`src/xmia_defs.svh`:
```
/*
 * Constants for the extended memory indirect access window: primary
 * register byte addresses, control bit positions and timing counts.
 * Assumes a single 100 MHz system clock.
 */
// Contract
// host loads write address, then data, then triggers
// idle mode gates eeprom and some configuration access
// write address at 0x02 upper, 0x03 lower
// write data 0x04..0x07, msb at lowest
// byte 0x80 to 0x08 starts write
// host sends eeprom programming pulses after trigger
// write done flag is bit 0 at 0x09
// host loads read address, triggers, then reads result
// read address at 0x0A upper, 0x0B lower
// byte 0x80 to 0x0C starts read
// read done flag is bit 0 at 0x0D
// read result 0x0E..0x11, msb at 0x0E
// multi-byte registers big endian by address
// same map for i2c, spi and manchester
// pointer auto-increments per written data byte
// read sequence streams status then result bytes
// command accepted between angle computations, within 128us
// host waits for completion before next trigger
// execute clears done; done set on finish
`ifndef XMIA_DEFS_SVH
`define XMIA_DEFS_SVH

// ==========================================================
// register byte addresses
`define XMIA_ADR_WA_HI 8'h02
`define XMIA_ADR_WA_LO 8'h03
`define XMIA_ADR_WD_0 8'h04
`define XMIA_ADR_WD_3 8'h07
`define XMIA_ADR_WCS_HI 8'h08
`define XMIA_ADR_WCS_LO 8'h09
`define XMIA_ADR_RA_HI 8'h0A
`define XMIA_ADR_RA_LO 8'h0B
`define XMIA_ADR_RCS_HI 8'h0C
`define XMIA_ADR_RCS_LO 8'h0D
`define XMIA_ADR_RD_0 8'h0E
`define XMIA_ADR_RD_3 8'h11

// ==========================================================
// fields and reset values
`define XMIA_EXEC_BIT 7
`define XMIA_DONE_BIT 0
`define XMIA_RST_BYTE 8'h00
`define XMIA_RST_WORD 32'h0000_0000
`define XMIA_RST_ADDR 16'h0000

// ==========================================================
// timing
`define XMIA_CLK_MHZ 100
`define XMIA_RECOG_US 128
`define XMIA_RECOG_CYC (`XMIA_RECOG_US * `XMIA_CLK_MHZ)

`endif

```
`src/xmia_pkg.sv`:
```
/*
 * Types shared by the extended access window modules.
 * Assumes xmia_defs.svh is on the include path.
 */
package xmia_pkg;

   // ==========================================================
   // sequencer states
   typedef enum logic [1:0] {
      XMIA_IDLE,
      XMIA_WAIT_SLOT,
      XMIA_ISSUE,
      XMIA_WAIT_DONE
   } xmia_state_e;

   typedef logic [7:0] xmia_byte_t;

endpackage

```
`src/xmia_top.sv`:
```
/*
 * Extended memory indirect access window in the primary register space.
 * The serial front end (i2c, spi or manchester) presents byte reads and
 * writes at primary byte addresses; the processor services the commands.
 * Assumes front end strobes are on CLK_SYS_IN; processor status levels
 * arrive from another domain and are synchronised here.
 */
`timescale 1ns/1ps
`include "xmia_defs.svh"
module xmia_top
   import xmia_pkg::*;
(
   // clock and reset
   input wire logic CLK_SYS_IN,
   input wire logic NRST_IN,
   // primary register byte port from the serial front end
   input wire logic REG_WR_IN,
   input wire logic REG_RD_IN,
   input wire logic [7:0] REG_ADDR_IN,
   input wire logic [7:0] REG_WDATA_IN,
   output logic [7:0] REG_RDATA_OUT,
   output logic REG_HIT_OUT,
   // device mode
   input wire logic IDLE_MODE_IN,
   // processor side
   input wire logic PROC_SLOT_IN,
   input wire logic PROC_FINISH_IN,
   input wire logic [31:0] PROC_RESULT_IN,
   output logic PROC_WR_CMD_OUT,
   output logic PROC_RD_CMD_OUT,
   output logic [15:0] PROC_ADDR_OUT,
   output logic [31:0] PROC_WDATA_OUT,
   output logic PROC_IDLE_OUT,
   output logic CMD_LATE_OUT
);
   typedef struct packed {
      logic [15:0] wr_addr_ff;
      logic [31:0] wr_data_ff;
      logic [15:0] rd_addr_ff;
      logic [31:0] rd_result_ff;
      logic [31:0] res_s1_ff;
      logic [31:0] res_s2_ff;
      logic wr_done_ff;
      logic rd_done_ff;
      logic cmd_is_rd_ff;
      logic [15:0] cmd_addr_ff;
      logic [31:0] cmd_data_ff;
      logic [7:0] rdata_ff;
   } xmia_top_s;

   xmia_top_s st_ff;
   xmia_top_s nxt_st;

   logic slot_sync;
   logic finish_sync;
   logic idle_sync;
   logic seq_start;
   logic seq_busy;
   logic seq_done;
   logic seq_issue;
   logic seq_late;
   logic wr_trig;
   logic rd_trig;

   // ==========================================================
   // synchronisers for processor and mode levels
   xmia_sync u_sync_slot (
      .clk_in(CLK_SYS_IN),
      .nrst_in(NRST_IN),
      .d_in(PROC_SLOT_IN),
      .q_out(slot_sync)
   );
   xmia_sync u_sync_fin (
      .clk_in(CLK_SYS_IN),
      .nrst_in(NRST_IN),
      .d_in(PROC_FINISH_IN),
      .q_out(finish_sync)
   );
   xmia_sync u_sync_idle (
      .clk_in(CLK_SYS_IN),
      .nrst_in(NRST_IN),
      .d_in(IDLE_MODE_IN),
      .q_out(idle_sync)
   );

   // ==========================================================
   // decode
   function automatic logic is_adr(input logic [7:0] a,
                                   input logic [7:0] b);
      is_adr = (a == b);
   endfunction

   function automatic logic in_range(input logic [7:0] a,
                                     input logic [7:0] lo,
                                     input logic [7:0] hi);
      in_range = (a >= lo) && (a <= hi);
   endfunction

   // byte lane of a big-endian word: lowest address is the top byte
   function automatic logic [1:0] lane(input logic [7:0] a,
                                       input logic [7:0] base);
      logic [7:0] d;
      d = a - base;
      lane = 2'(2'd3 - d[1:0]);
   endfunction

   assign wr_trig = REG_WR_IN && is_adr(REG_ADDR_IN, `XMIA_ADR_WCS_HI)
                    && REG_WDATA_IN[`XMIA_EXEC_BIT];
   assign rd_trig = REG_WR_IN && is_adr(REG_ADDR_IN, `XMIA_ADR_RCS_HI)
                    && REG_WDATA_IN[`XMIA_EXEC_BIT];
   // a trigger while busy is dropped: the host must wait for done
   assign seq_start = (wr_trig || rd_trig) && !seq_busy;

   xmia_seq u_seq (
      .clk_in(CLK_SYS_IN),
      .nrst_in(NRST_IN),
      .start_in(seq_start),
      .busy_out(seq_busy),
      .done_out(seq_done),
      .timeout_out(seq_late),
      .slot_in(slot_sync),
      .finish_in(finish_sync),
      .issue_out(seq_issue)
   );

   // ==========================================================
   // register writes and command capture
   always_comb begin
      logic [1:0] ln;
      ln = 2'b00;
      nxt_st = st_ff;
      // result word crosses domains: two stages before the capture
      // flop, qualified by the synchronised finish level
      nxt_st.res_s1_ff = PROC_RESULT_IN;
      nxt_st.res_s2_ff = st_ff.res_s1_ff;
      // one map for every front end; the byte port is shared
      if (REG_WR_IN) begin
         if (is_adr(REG_ADDR_IN, `XMIA_ADR_WA_HI)) begin
            nxt_st.wr_addr_ff[15:8] = REG_WDATA_IN;
         end
         if (is_adr(REG_ADDR_IN, `XMIA_ADR_WA_LO)) begin
            nxt_st.wr_addr_ff[7:0] = REG_WDATA_IN;
         end
         if (in_range(REG_ADDR_IN, `XMIA_ADR_WD_0, `XMIA_ADR_WD_3)) begin
            ln = lane(REG_ADDR_IN, `XMIA_ADR_WD_0);
            nxt_st.wr_data_ff[ln*8 +: 8] = REG_WDATA_IN;
         end
         if (is_adr(REG_ADDR_IN, `XMIA_ADR_RA_HI)) begin
            nxt_st.rd_addr_ff[15:8] = REG_WDATA_IN;
         end
         if (is_adr(REG_ADDR_IN, `XMIA_ADR_RA_LO)) begin
            nxt_st.rd_addr_ff[7:0] = REG_WDATA_IN;
         end
      end
      // snapshot at trigger so later bank writes do not corrupt it
      if (seq_start) begin
         nxt_st.cmd_is_rd_ff = rd_trig;
         nxt_st.cmd_addr_ff = rd_trig ? st_ff.rd_addr_ff
                                      : st_ff.wr_addr_ff;
         nxt_st.cmd_data_ff = st_ff.wr_data_ff;
      end
      // done set on finish; execute clears done (set wins; busy is already
      // low in the done cycle, so the two can land in the same cycle)
      if (seq_start && wr_trig) begin
         nxt_st.wr_done_ff = 1'b0;
      end
      if (seq_start && rd_trig) begin
         nxt_st.rd_done_ff = 1'b0;
      end
      if (seq_done && !st_ff.cmd_is_rd_ff) begin
         nxt_st.wr_done_ff = 1'b1;
      end
      if (seq_done && st_ff.cmd_is_rd_ff) begin
         nxt_st.rd_done_ff = 1'b1;
         nxt_st.rd_result_ff = st_ff.res_s2_ff;
      end
      // ======================================================
      // read data, one byte per strobe; pointer kept by front end
      if (REG_RD_IN) begin
         nxt_st.rdata_ff = `XMIA_RST_BYTE;
         if (is_adr(REG_ADDR_IN, `XMIA_ADR_WA_HI)) begin
            nxt_st.rdata_ff = st_ff.wr_addr_ff[15:8];
         end
         if (is_adr(REG_ADDR_IN, `XMIA_ADR_WA_LO)) begin
            nxt_st.rdata_ff = st_ff.wr_addr_ff[7:0];
         end
         if (in_range(REG_ADDR_IN, `XMIA_ADR_WD_0, `XMIA_ADR_WD_3)) begin
            ln = lane(REG_ADDR_IN, `XMIA_ADR_WD_0);
            nxt_st.rdata_ff = st_ff.wr_data_ff[ln*8 +: 8];
         end
         if (is_adr(REG_ADDR_IN, `XMIA_ADR_WCS_HI)) begin
            nxt_st.rdata_ff[`XMIA_EXEC_BIT] =
               seq_busy && !st_ff.cmd_is_rd_ff;
         end
         if (is_adr(REG_ADDR_IN, `XMIA_ADR_WCS_LO)) begin
            nxt_st.rdata_ff[`XMIA_DONE_BIT] = st_ff.wr_done_ff;
         end
         if (is_adr(REG_ADDR_IN, `XMIA_ADR_RA_HI)) begin
            nxt_st.rdata_ff = st_ff.rd_addr_ff[15:8];
         end
         if (is_adr(REG_ADDR_IN, `XMIA_ADR_RA_LO)) begin
            nxt_st.rdata_ff = st_ff.rd_addr_ff[7:0];
         end
         if (is_adr(REG_ADDR_IN, `XMIA_ADR_RCS_HI)) begin
            nxt_st.rdata_ff[`XMIA_EXEC_BIT] =
               seq_busy && st_ff.cmd_is_rd_ff;
         end
         if (is_adr(REG_ADDR_IN, `XMIA_ADR_RCS_LO)) begin
            nxt_st.rdata_ff[`XMIA_DONE_BIT] = st_ff.rd_done_ff;
         end
         if (in_range(REG_ADDR_IN, `XMIA_ADR_RD_0, `XMIA_ADR_RD_3)) begin
            ln = lane(REG_ADDR_IN, `XMIA_ADR_RD_0);
            nxt_st.rdata_ff = st_ff.rd_result_ff[ln*8 +: 8];
         end
      end
   end

   always_ff @(posedge CLK_SYS_IN) begin
      if (!NRST_IN) begin
         st_ff <= '{`XMIA_RST_ADDR, `XMIA_RST_WORD, `XMIA_RST_ADDR,
                    `XMIA_RST_WORD, `XMIA_RST_WORD, `XMIA_RST_WORD,
                    1'b0, 1'b0, 1'b0, `XMIA_RST_ADDR,
                    `XMIA_RST_WORD, `XMIA_RST_BYTE};
      end else begin
         st_ff <= nxt_st;
      end
   end

   // ==========================================================
   // outputs
   assign REG_RDATA_OUT = st_ff.rdata_ff;
   assign REG_HIT_OUT = in_range(REG_ADDR_IN, `XMIA_ADR_WA_HI,
                                 `XMIA_ADR_RD_3);
   assign PROC_WR_CMD_OUT = seq_issue && !st_ff.cmd_is_rd_ff;
   assign PROC_RD_CMD_OUT = seq_issue && st_ff.cmd_is_rd_ff;
   assign PROC_ADDR_OUT = st_ff.cmd_addr_ff;
   assign PROC_WDATA_OUT = st_ff.cmd_data_ff;
   // processor decides eeprom legality from this mode level
   assign PROC_IDLE_OUT = idle_sync;
   assign CMD_LATE_OUT = seq_late;
endmodule

```
`src/xmia_sync.sv`:
```
/*
 * Two-flop synchroniser for a level from outside the clock domain.
 * Assumes the level is slow compared to the clock.
 */
`timescale 1ns/1ps
module xmia_sync
   import xmia_pkg::*;
(
   // clock and reset
   input wire logic clk_in,
   input wire logic nrst_in,
   // level
   input wire logic d_in,
   output logic q_out
);
   typedef struct packed {
      logic s1_ff;
      logic s2_ff;
   } xmia_sync_s;

   xmia_sync_s st_ff;
   xmia_sync_s nxt_st;

   always_comb begin
      nxt_st.s1_ff = d_in;
      nxt_st.s2_ff = st_ff.s1_ff;
   end

   always_ff @(posedge clk_in) begin
      if (!nrst_in) begin
         st_ff <= '0;
      end else begin
         st_ff <= nxt_st;
      end
   end

   assign q_out = st_ff.s2_ff;
endmodule

```
`src/xmia_seq.sv`:
```
/*
 * Command sequencer: waits for a processor slot, issues one extended
 * command, waits for the processor to finish and pulses done.
 * Assumes slot and finish levels are already synchronised.
 */
`timescale 1ns/1ps
`include "xmia_defs.svh"
module xmia_seq
   import xmia_pkg::*;
(
   // clock and reset
   input wire logic clk_in,
   input wire logic nrst_in,
   // request from register bank
   input wire logic start_in,
   output logic busy_out,
   output logic done_out,
   output logic timeout_out,
   // processor side
   input wire logic slot_in,
   input wire logic finish_in,
   output logic issue_out
);
   typedef struct packed {
      xmia_state_e state_ff;
      logic [13:0] wait_ff;
      logic done_ff;
      logic timeout_ff;
   } xmia_seq_s;

   localparam logic [13:0] RECOG_CYC = 14'(`XMIA_RECOG_CYC);

   xmia_seq_s st_ff;
   xmia_seq_s nxt_st;

   always_comb begin
      nxt_st = st_ff;
      nxt_st.done_ff = 1'b0;
      nxt_st.timeout_ff = 1'b0;
      unique case (st_ff.state_ff)
         XMIA_IDLE: begin
            if (start_in) begin
               nxt_st.state_ff = XMIA_WAIT_SLOT;
               nxt_st.wait_ff = '0;
            end
         end
         // only between angle computations
         XMIA_WAIT_SLOT: begin
            if (slot_in) begin
               nxt_st.state_ff = XMIA_ISSUE;
            end else begin
               nxt_st.wait_ff = st_ff.wait_ff + 14'h0001;
               // flag only; the command still waits its slot
               if (st_ff.wait_ff == RECOG_CYC) begin
                  nxt_st.timeout_ff = 1'b1;
               end
            end
         end
         XMIA_ISSUE: begin
            nxt_st.state_ff = XMIA_WAIT_DONE;
         end
         XMIA_WAIT_DONE: begin
            if (finish_in) begin
               nxt_st.state_ff = XMIA_IDLE;
               nxt_st.done_ff = 1'b1;
            end
         end
      endcase
   end

   always_ff @(posedge clk_in) begin
      if (!nrst_in) begin
         st_ff <= '{XMIA_IDLE, 14'h0000, 1'b0, 1'b0};
      end else begin
         st_ff <= nxt_st;
      end
   end

   assign busy_out = (st_ff.state_ff != XMIA_IDLE);
   assign issue_out = (st_ff.state_ff == XMIA_ISSUE);
   assign done_out = st_ff.done_ff;
   assign timeout_out = st_ff.timeout_ff;
endmodule

```
`config.mk`:
```
export PLATFORM = sky130hd
export DESIGN_NAME = xmia_top
export DESIGN_NICKNAME = d
export VERILOG_FILES = /design/src/xmia_pkg.sv /design/src/xmia_top.sv /design/src/xmia_sync.sv /design/src/xmia_seq.sv
export VERILOG_INCLUDE_DIRS = /design/src
export SDC_FILE = /design/constraint.sdc
export NUM_CORES = 1
export LEC_CHECK = 0
export ABC_AREA = 1
export BUFFER_PORTS_ARGS = -buffer_cell sky130_fd_sc_hd__buf_2
export CAP_MARGIN = 40
export CORE_AREA = 8 8 145 147
export DETAILED_ROUTE_END_ITERATION = 7
export DIE_AREA = 0 0 153 155
export PLACE_DENSITY = 0.83
export REMOVE_ABC_BUFFERS = 1
export SLEW_MARGIN = 10
export SYNTH_ARGS = -nofsm -noshare
export SYNTH_HDL_FRONTEND = slang
export SYNTH_SLANG_ARGS = --single-unit
export TNS_END_PERCENT = 10
```
`constraint.sdc`:
```
create_clock -name CLK_SYS_IN -period 5.8 [get_ports CLK_SYS_IN]
set_clock_uncertainty 0.2 [all_clocks]
set_input_delay 0.58 -clock CLK_SYS_IN [delete_from_list [all_inputs] [get_ports CLK_SYS_IN]]
set_output_delay 0.58 -clock CLK_SYS_IN [all_outputs]
set_load 0.005 [all_outputs]
```
==> results of run 1 <==
==> cell type report <==
| class | count | share of cell area |
|---|---|---|
| repair buffers | 122 | 0.05978 |
| multi-input cells | 810 | 0.3544 |
| clock inverters | 10 | 0.01193 |
| flip-flops and latches | 243 | 0.4336 |
| inverters | 150 | 0.05041 |
| clock buffers | 34 | 0.06324 |
| well taps | 238 | 0.02654 |
==> power groups by stage <==
stage | Sequential (uW) | Combinational [uW] | Clock [uW]
floorplan | 1760 | 199 | 0
global placement | 1760 | 299 | 0
detailed placement | 1770 | 310 | 0
CTS | 1730 | 313 | 1640
global route | 1730 | 355 | 1720
finish | 1730 | 312 | 1620
==> worst reg2reg max path: cells and delay by family, from the launching register on <==
kind,cells,cell delay (ps)
compound gates,2,330
flops,1,330
simple gates,1,340
fa+ha+maj,1,310
buf+inv,3,1100
==> kinds of logic after synthesis <==
family          after synthesis  share of synthesized area
flops                       243                     0.4795
compound gates              311                     0.1698
buf+inv                     271                     0.1285
fa+ha+maj                    11                    0.01357
simple gates                484                     0.2051
xor+xnor                      4                   0.003453
==> through the flow <==
stage	std cells	hold WS, ps
after global placement	1561	194.1
after detailed placement	1563	195.5
after floorplan	1203	190.0
after global routing	1607	46.33
final	1607	47.35
after CTS	1607	33.76
==> Yosys cell counts (2+ instances only) <==
cell type / n
dfxtp_1: 243
nand2_1: 211
nor2_1: 179
o21ai_0: 168
inv_1: 140
a21oi_1: 73
buf_4: 63
clkbuf_1: 39
nand3_1: 34
a31oi_1: 18
nor3_1: 17
buf_2: 14
o211a_1: 14
a211oi_1: 13
nand4_1: 13
ha_1: 11
o22ai_1: 11
nor2_4: 9
inv_2: 6
nor2_2: 6
o21ai_1: 6
buf_6: 4
xor2_1: 4
clkinv_1: 3
nand3_2: 3
a21oi_2: 2
nand2_2: 2
nand2_4: 2
nor4_1: 2
o21ai_2: 2
or2_0: 2
==> per-layer routing <==
layer,vias to the layer above,wire [um]
met4,2,671
met5,-,10
met1,3794,10020
li1,4288,-
met3,52,1566
met2,300,10890
==> registers in the layout (all words and copies together) (netlist names), 8 cells and up <==
| signal | count |
|---|---|
| PROC_ADDR_OUT | 16 |
| PROC_WDATA_OUT | 32 |
| REG_RDATA_OUT | 8 |
| nxt_st | 32 |
| st_ff | 131 |
| u_seq.st_ff | 16 |
==> path summary, 6_finish.rpt <==
check | slack [ps] | cells after the start | start | end
worst max-delay path | 2190 | 12 | REG_ADDR_IN[1] | PROC_WDATA_OUT[0]
worst min-delay path | 50 | 3 | PROC_RESULT_IN[2] | nxt_st[61]
worst min register to register | 210 | 2 | nxt_st[65] | st_ff[65]
worst max register to register | 3130 | 7 | u_seq.st_ff[16] | PROC_WDATA_OUT[0]
==> key figures, run 1 <==
Floorplanning
  • Core area: approximately 19000 um2
  • Die height: 155 um
  • I/O pins: between 100 and 150
  • Die Area: 23720 um2
  • DIE WIDTH: about 150 um
  • Row cnt: just over 50
  • Initial Util: 0.5353

Timing
  • Slew HR: 0.4291
  • RSZ-0062 raised after global routing: false
  • Max Transition Viols Final: 0
  • Achievable frequency: ~280 MHz
  • Endpoints failing setup: 0
  • Final Cycle Share: 0.6226
  • Period minus WS final: roughly 3600 ps
  • Setup TNS: 0 ps
  • Tightest Pin Transition: between 800 and 900 ps
  • Setup ws final: 2189 ps
  • Fin. Hold Viols: 0

Clock network
  • H-tree levels: 1
  • Longest Clk Path Bufs: 3
  • Post-CTS Setup Bufs: 0
  • Post-CTS sizing: 0
  • Root Buffer: clkbuf_16
  • Worst-path clk slew: roughly 60 ps
  • Clock sinks: ~240
  • Clk Latency, worst-skew pair: a little over 500 ps
  • # hold bufs at CTS: 0
  • Cts bufs inserted: 25
  • CTS tree: done

Finish
  • Fin nets: approximately 1400
  • Core Util, Final: 0.5919
  • # diodes: 0
  • Design Area, Final: 11220 um2
  • Most common cell after layout, fill and taps aside: dfxtp_1
  • Commonest non-fill, non-tap cells in the layout: dfxtp_1 (243), nand2_1 (211), nor2_1 (179), o21ai_0 (168), inv_1 (140)
  • Multi-input gate area: about 4000 um2
  • Reg area: approximately 5000 um2
  • Area Growth Syn to Fin: 10.58%
  • Ratio of cells with drive above 1 in the final layout: 0.1446
  • # fillers: ~1700

GRT
  • Grt met2 use: 0.3210
  • Largest net degree at the start of global routing: ~110
  • Met1 global-route usage: 0.2367
  • GRT Residual Overflow: 0
  • Met3 global-route usage: 0.03273
  • Initial antenna violation count: 1
  • Global Route Usage Sum: 0.1894
  • Global-route wire length before repair: ~38000 um
  • Vias in the first global route: between 7000 and 8000
  • Global route hottest layer: met2

Detailed routing
  • Iter 0 DRT Violations: ~740
  • Vias: 8436
  • Vias per cell: roughly 5.2
  • Post-route ant nets: 0
  • TritonRoute pass-1 iters: 5
  • WL/cell: 14.41 um
  • Residual DRC: 0
  • Routed WL: ~23000 um

Power
  • Sequential power share: 0.472
  • Worst vdd ir: ~260 uV
  • Psw: 867.4 uW
  • Leak pwr: about 0.0052 uW
  • Logic pwr share: 0.085
  • Post-route total power: between 3000 and 4000 uW
  • Sw frac: 0.2370
  • Clock power share: 0.442
  • Internal: around 2800 uW
  • Power per cell area: 326.2 nW/um2

Yosys
  • Cell taking the most area after synthesis: dfxtp_1
  • Ys Warns: 0
  • Synth Register Bits: 243
  • Top cells by area, synth: dfxtp_1 (48%), o21ai_0 (8.3%), nand2_1 (7.8%)
  • Post-synth EDFFs: 0
  • Cells after synthesis: 1324
  • Cell area after synthesis: 10140 um2
  • Post-synthesis async set-or-reset flop share: 0
  • Synth unique cells: 41
  • Synth Flop Type: dfxtp_1
  • Sequential area share after synthesis: 0.4795
  • Top-area cell type share of the netlist area: 0.4795
  • Syn_area_per_cell: about 7.7 um2

Setup path
  • Buf+Inv Stages, Crit Path: 5
  • Crit-path max cell delay: ~540 ps
  • Crit-path max FO: 38
  • CP startpoint kind: input port
  • Crit-path slowest cell: inv_2
  • CP delay by family, top: buffers and inverters
  • Crit-path cells: buf_2 -> inv_1 -> ha_1 -> inv_1 -> nor2_4 -> nand3_4 -> nand2_1 -> nand2_2 -> inv_2 -> buf_4 -> o21ai_0 -> a21oi_1
  • Worst EP required: roughly 6000 ps
  • Most frequent CP cell: inv_1
  • Critical path type: input port to flop
  • CP Capture Type: flop
  • Worst EP arrival: approximately 3900 ps

Placement
  • PortBufs: between 100 and 150
  • Dpl ws: between 1500 and 2000 ps
  • Cell area after placement: around 10000 um2
  • Placer Congestion: slightly above 0.9
  • DP Wirelength: approximately 16000 um

Run status
  • Status: completed

Min path
  • HP Class: input port to flop

Run
  • MaxCap Viol Count: 0
(Power assumes the default switching activity.)
==> run 2, diff against run 1 <==
--- a/config.mk
+++ b/config.mk
@@ -9,9 +9,9 @@
 export ABC_AREA = 1
 export BUFFER_PORTS_ARGS = -buffer_cell sky130_fd_sc_hd__buf_2
 export CAP_MARGIN = 40
-export CORE_AREA = 8 8 145 147
+export CORE_AREA = 8 8 148 150
 export DETAILED_ROUTE_END_ITERATION = 7
-export DIE_AREA = 0 0 153 155
+export DIE_AREA = 0 0 156 158
 export PLACE_DENSITY = 0.83
 export REMOVE_ABC_BUFFERS = 1
 export SLEW_MARGIN = 10
==> constraint.sdc (replaced) <==
create_clock -name CLK_SYS_IN -period 3.1 [get_ports CLK_SYS_IN]
set_clock_uncertainty 0.2 [all_clocks]
set_input_delay 0.31 -clock CLK_SYS_IN [delete_from_list [all_inputs] [get_ports CLK_SYS_IN]]
set_output_delay 0.31 -clock CLK_SYS_IN [all_outputs]
set_load 0.005 [all_outputs]
==> run 2 against run 1 <==
Critical path depth is 4 lower. Cell area is 5.1% higher. Largest power group unchanged. Sequential share of layout area is 2.1 points lower.
==> key figures, run 2 (synthesis results as in run 1) <==
Run status
  • Status: completed

Timing
  • Achievable frequency: ~440 MHz
  • Setup TNS: 0 ps (unchanged)
  • Slew HR: 0.5832 (+0.1541)
  • Min Hold Slack: 33.37 ps (-13.98 ps)
  • Period minus WS final: ~2300 ps
  • Fin. Hold Viols: 0 (unchanged)
  • Endpoints failing setup: 0 (unchanged)
  • Tightest Pin Transition: 624.5 ps (-231.8 ps)
  • RSZ-0062 raised after global routing: false
  • Max Transition Viols Final: 0 (unchanged)
  • Final Cycle Share: 0.7280
  • Setup ws final: 843.1 ps (-1346 ps)

Finish
  • Area Growth Syn to Fin: 16.27%
  • Ratio of cells with drive above 1 in the final layout: 0.1475 (+0.002864)
  • Core Util, Final: 0.5983 (+0.006380)
  • Largest reg by FF count: st_ff
  • Fin nets: 1466 (+3.4%)
  • Most common cell after layout, fill and taps aside: dfxtp_1
  • Max reg flops: 131 (unchanged)
  • Commonest non-fill, non-tap cells in the layout: dfxtp_1 (243), nand2_1 (211), nor2_1 (179), o21ai_0 (168), inv_1 (140)
  • # fillers: 1781 (+6.3%)

Detailed routing
  • Post-route ant nets: 0 (unchanged)
  • TritonRoute pass-1 iters: 5 (unchanged)
  • Residual DRC: 0 (unchanged)
  • Vias: 8645 (+2.5%)
  • Routed WL: 24670 um (+6.5%)
  • Iter 0 DRT Violations: 628 (-16%)
  • WL/cell: 14.61 um (+1.4%)
  • Vias per cell: 5.118 (-2.5%)

GRT
  • Largest net degree at the start of global routing: 152 (+45%)
  • Initial antenna violation count: 2 (+1)
  • Global-route wire length before repair: 40680 um (+7.8%)
  • GRT Residual Overflow: 0 (unchanged)
  • Vias in the first global route: 8244 (+6.5%)
  • Global Route Usage Sum: 0.2016 (+0.01218)
  • Met1 global-route usage: 0.2531 (+0.01647)
  • Grt met2 use: 0.3438 (+0.02277)
  • Met3 global-route usage: 0.03030 (-0.002429)
  • Global route hottest layer: met2

Setup path
  • CP Capture Type: primary output
  • Crit-path max FO: 17 (-55%)
  • Critical path type: input port to primary output
  • CP startpoint kind: input port
  • Worst EP required: 2590 ps (-3450 ps)
  • Worst EP arrival: 1750 ps (-2100 ps)

Min path
  • HP Class: input port to flop

Floorplanning
  • Core area: 19710 um2 (+4.0%)
  • Initial Util: 0.5146 (-0.02069)
  • Row cnt: 52 (+2.0%)
  • Die Area: 24650 um2 (+3.9%)
  • I/O pins: 116 (unchanged)
  • DIE WIDTH: 156 um (+2.0%)
  • Die height: 158 um (+1.9%)

Clock network
  • Clk Latency, worst-skew pair: 510 ps (about the same)
  • Post-CTS Setup Bufs: 0 (unchanged)
  • Clock sinks: 243 (unchanged)
  • Post-CTS sizing: 0 (unchanged)
  • Root Buffer: clkbuf_16
  • H-tree levels: 1 (unchanged)
  • Longest Clk Path Bufs: 3 (unchanged)
  • CTS tree: done
  • Worst-path clk slew: 60 ps (about the same)
  • Cts bufs inserted: 25 (unchanged)

Placement
  • Dpl ws: 646.6 ps (-1132 ps)
  • PortBufs: 115 (unchanged)
  • DP Wirelength: 16810 um (+4.3%)
  • Placer Congestion: 0.9128 (-0.22%)

Power
  • Power per cell area: 599.9 nW/um2 (+84%)
  • Worst vdd ir: 477.8 uV (+87%)
  • Post-route total power: 7076 uW (+93%)
  • Leak pwr: 0.005435 uW (+4.8%)

Run
  • MaxCap Viol Count: 0 (unchanged)
run 2: routing by layer:
layer,vias up,wire [um],share of wire
met5,-,0,0
met4,0,619,0.025
met3,48,1692,0.069
met2,282,11750,0.48
met1,3936,10610,0.43
li1,4379,-,-
run 2: critical path, stage by stage:
cell	delay, ps
buf_2	170
inv_1	90
buf_4	240
ha_1	230
o21ai_0	120
o21ai_0	220
o31a_1	220
buf_2	130
run 2: final timing paths:
kind | start | end | slack [ps] | cells past startpoint
min | REG_WDATA_IN[2] | st_ff[197] | 30 | 4
min reg2reg | nxt_st[88] | st_ff[88] | 210 | 2
max | REG_ADDR_IN[1] | REG_HIT_OUT | 840 | 8
max reg2reg | u_seq.st_ff[17] | u_seq.st_ff[12] | 930 | 11
run 2: cell type report:
class	count	area, um2	area share
multi-input combinational	810	3976	0.3371
clock inverter	12	185.2	0.01570
sequential	243	4865	0.4124
tap	270	337.8	0.02864
antenna	2	5.005	0.0004243
clock buffer	32	711.9	0.06036
inverter	150	565.5	0.04795
timing repair buffer	170	1149	0.09738
run 2: where the power goes:
part           switching (uW)  internal [uW]  leakage (uW)
Sequential               34.6           3200       0.00197
Combinational             417            217       0.00301
Clock                    1180           2030      0.000450
Total                    1630           5440       0.00543
run 2: stage by stage:
step / instances / area (um2)
after floorplan: 1203 / 9407
after global placement: 1602 / 10470
after detailed placement: 1603 / 10490
after CTS: 1687 / 11790
after global routing: 1689 / 11800
final: 1689 / 11800
run 2: repair_timing:
action                     CTS  global route
hold buffers                40             0
hold endpoints to repair    50             0
setup endpoints to repair    0             0
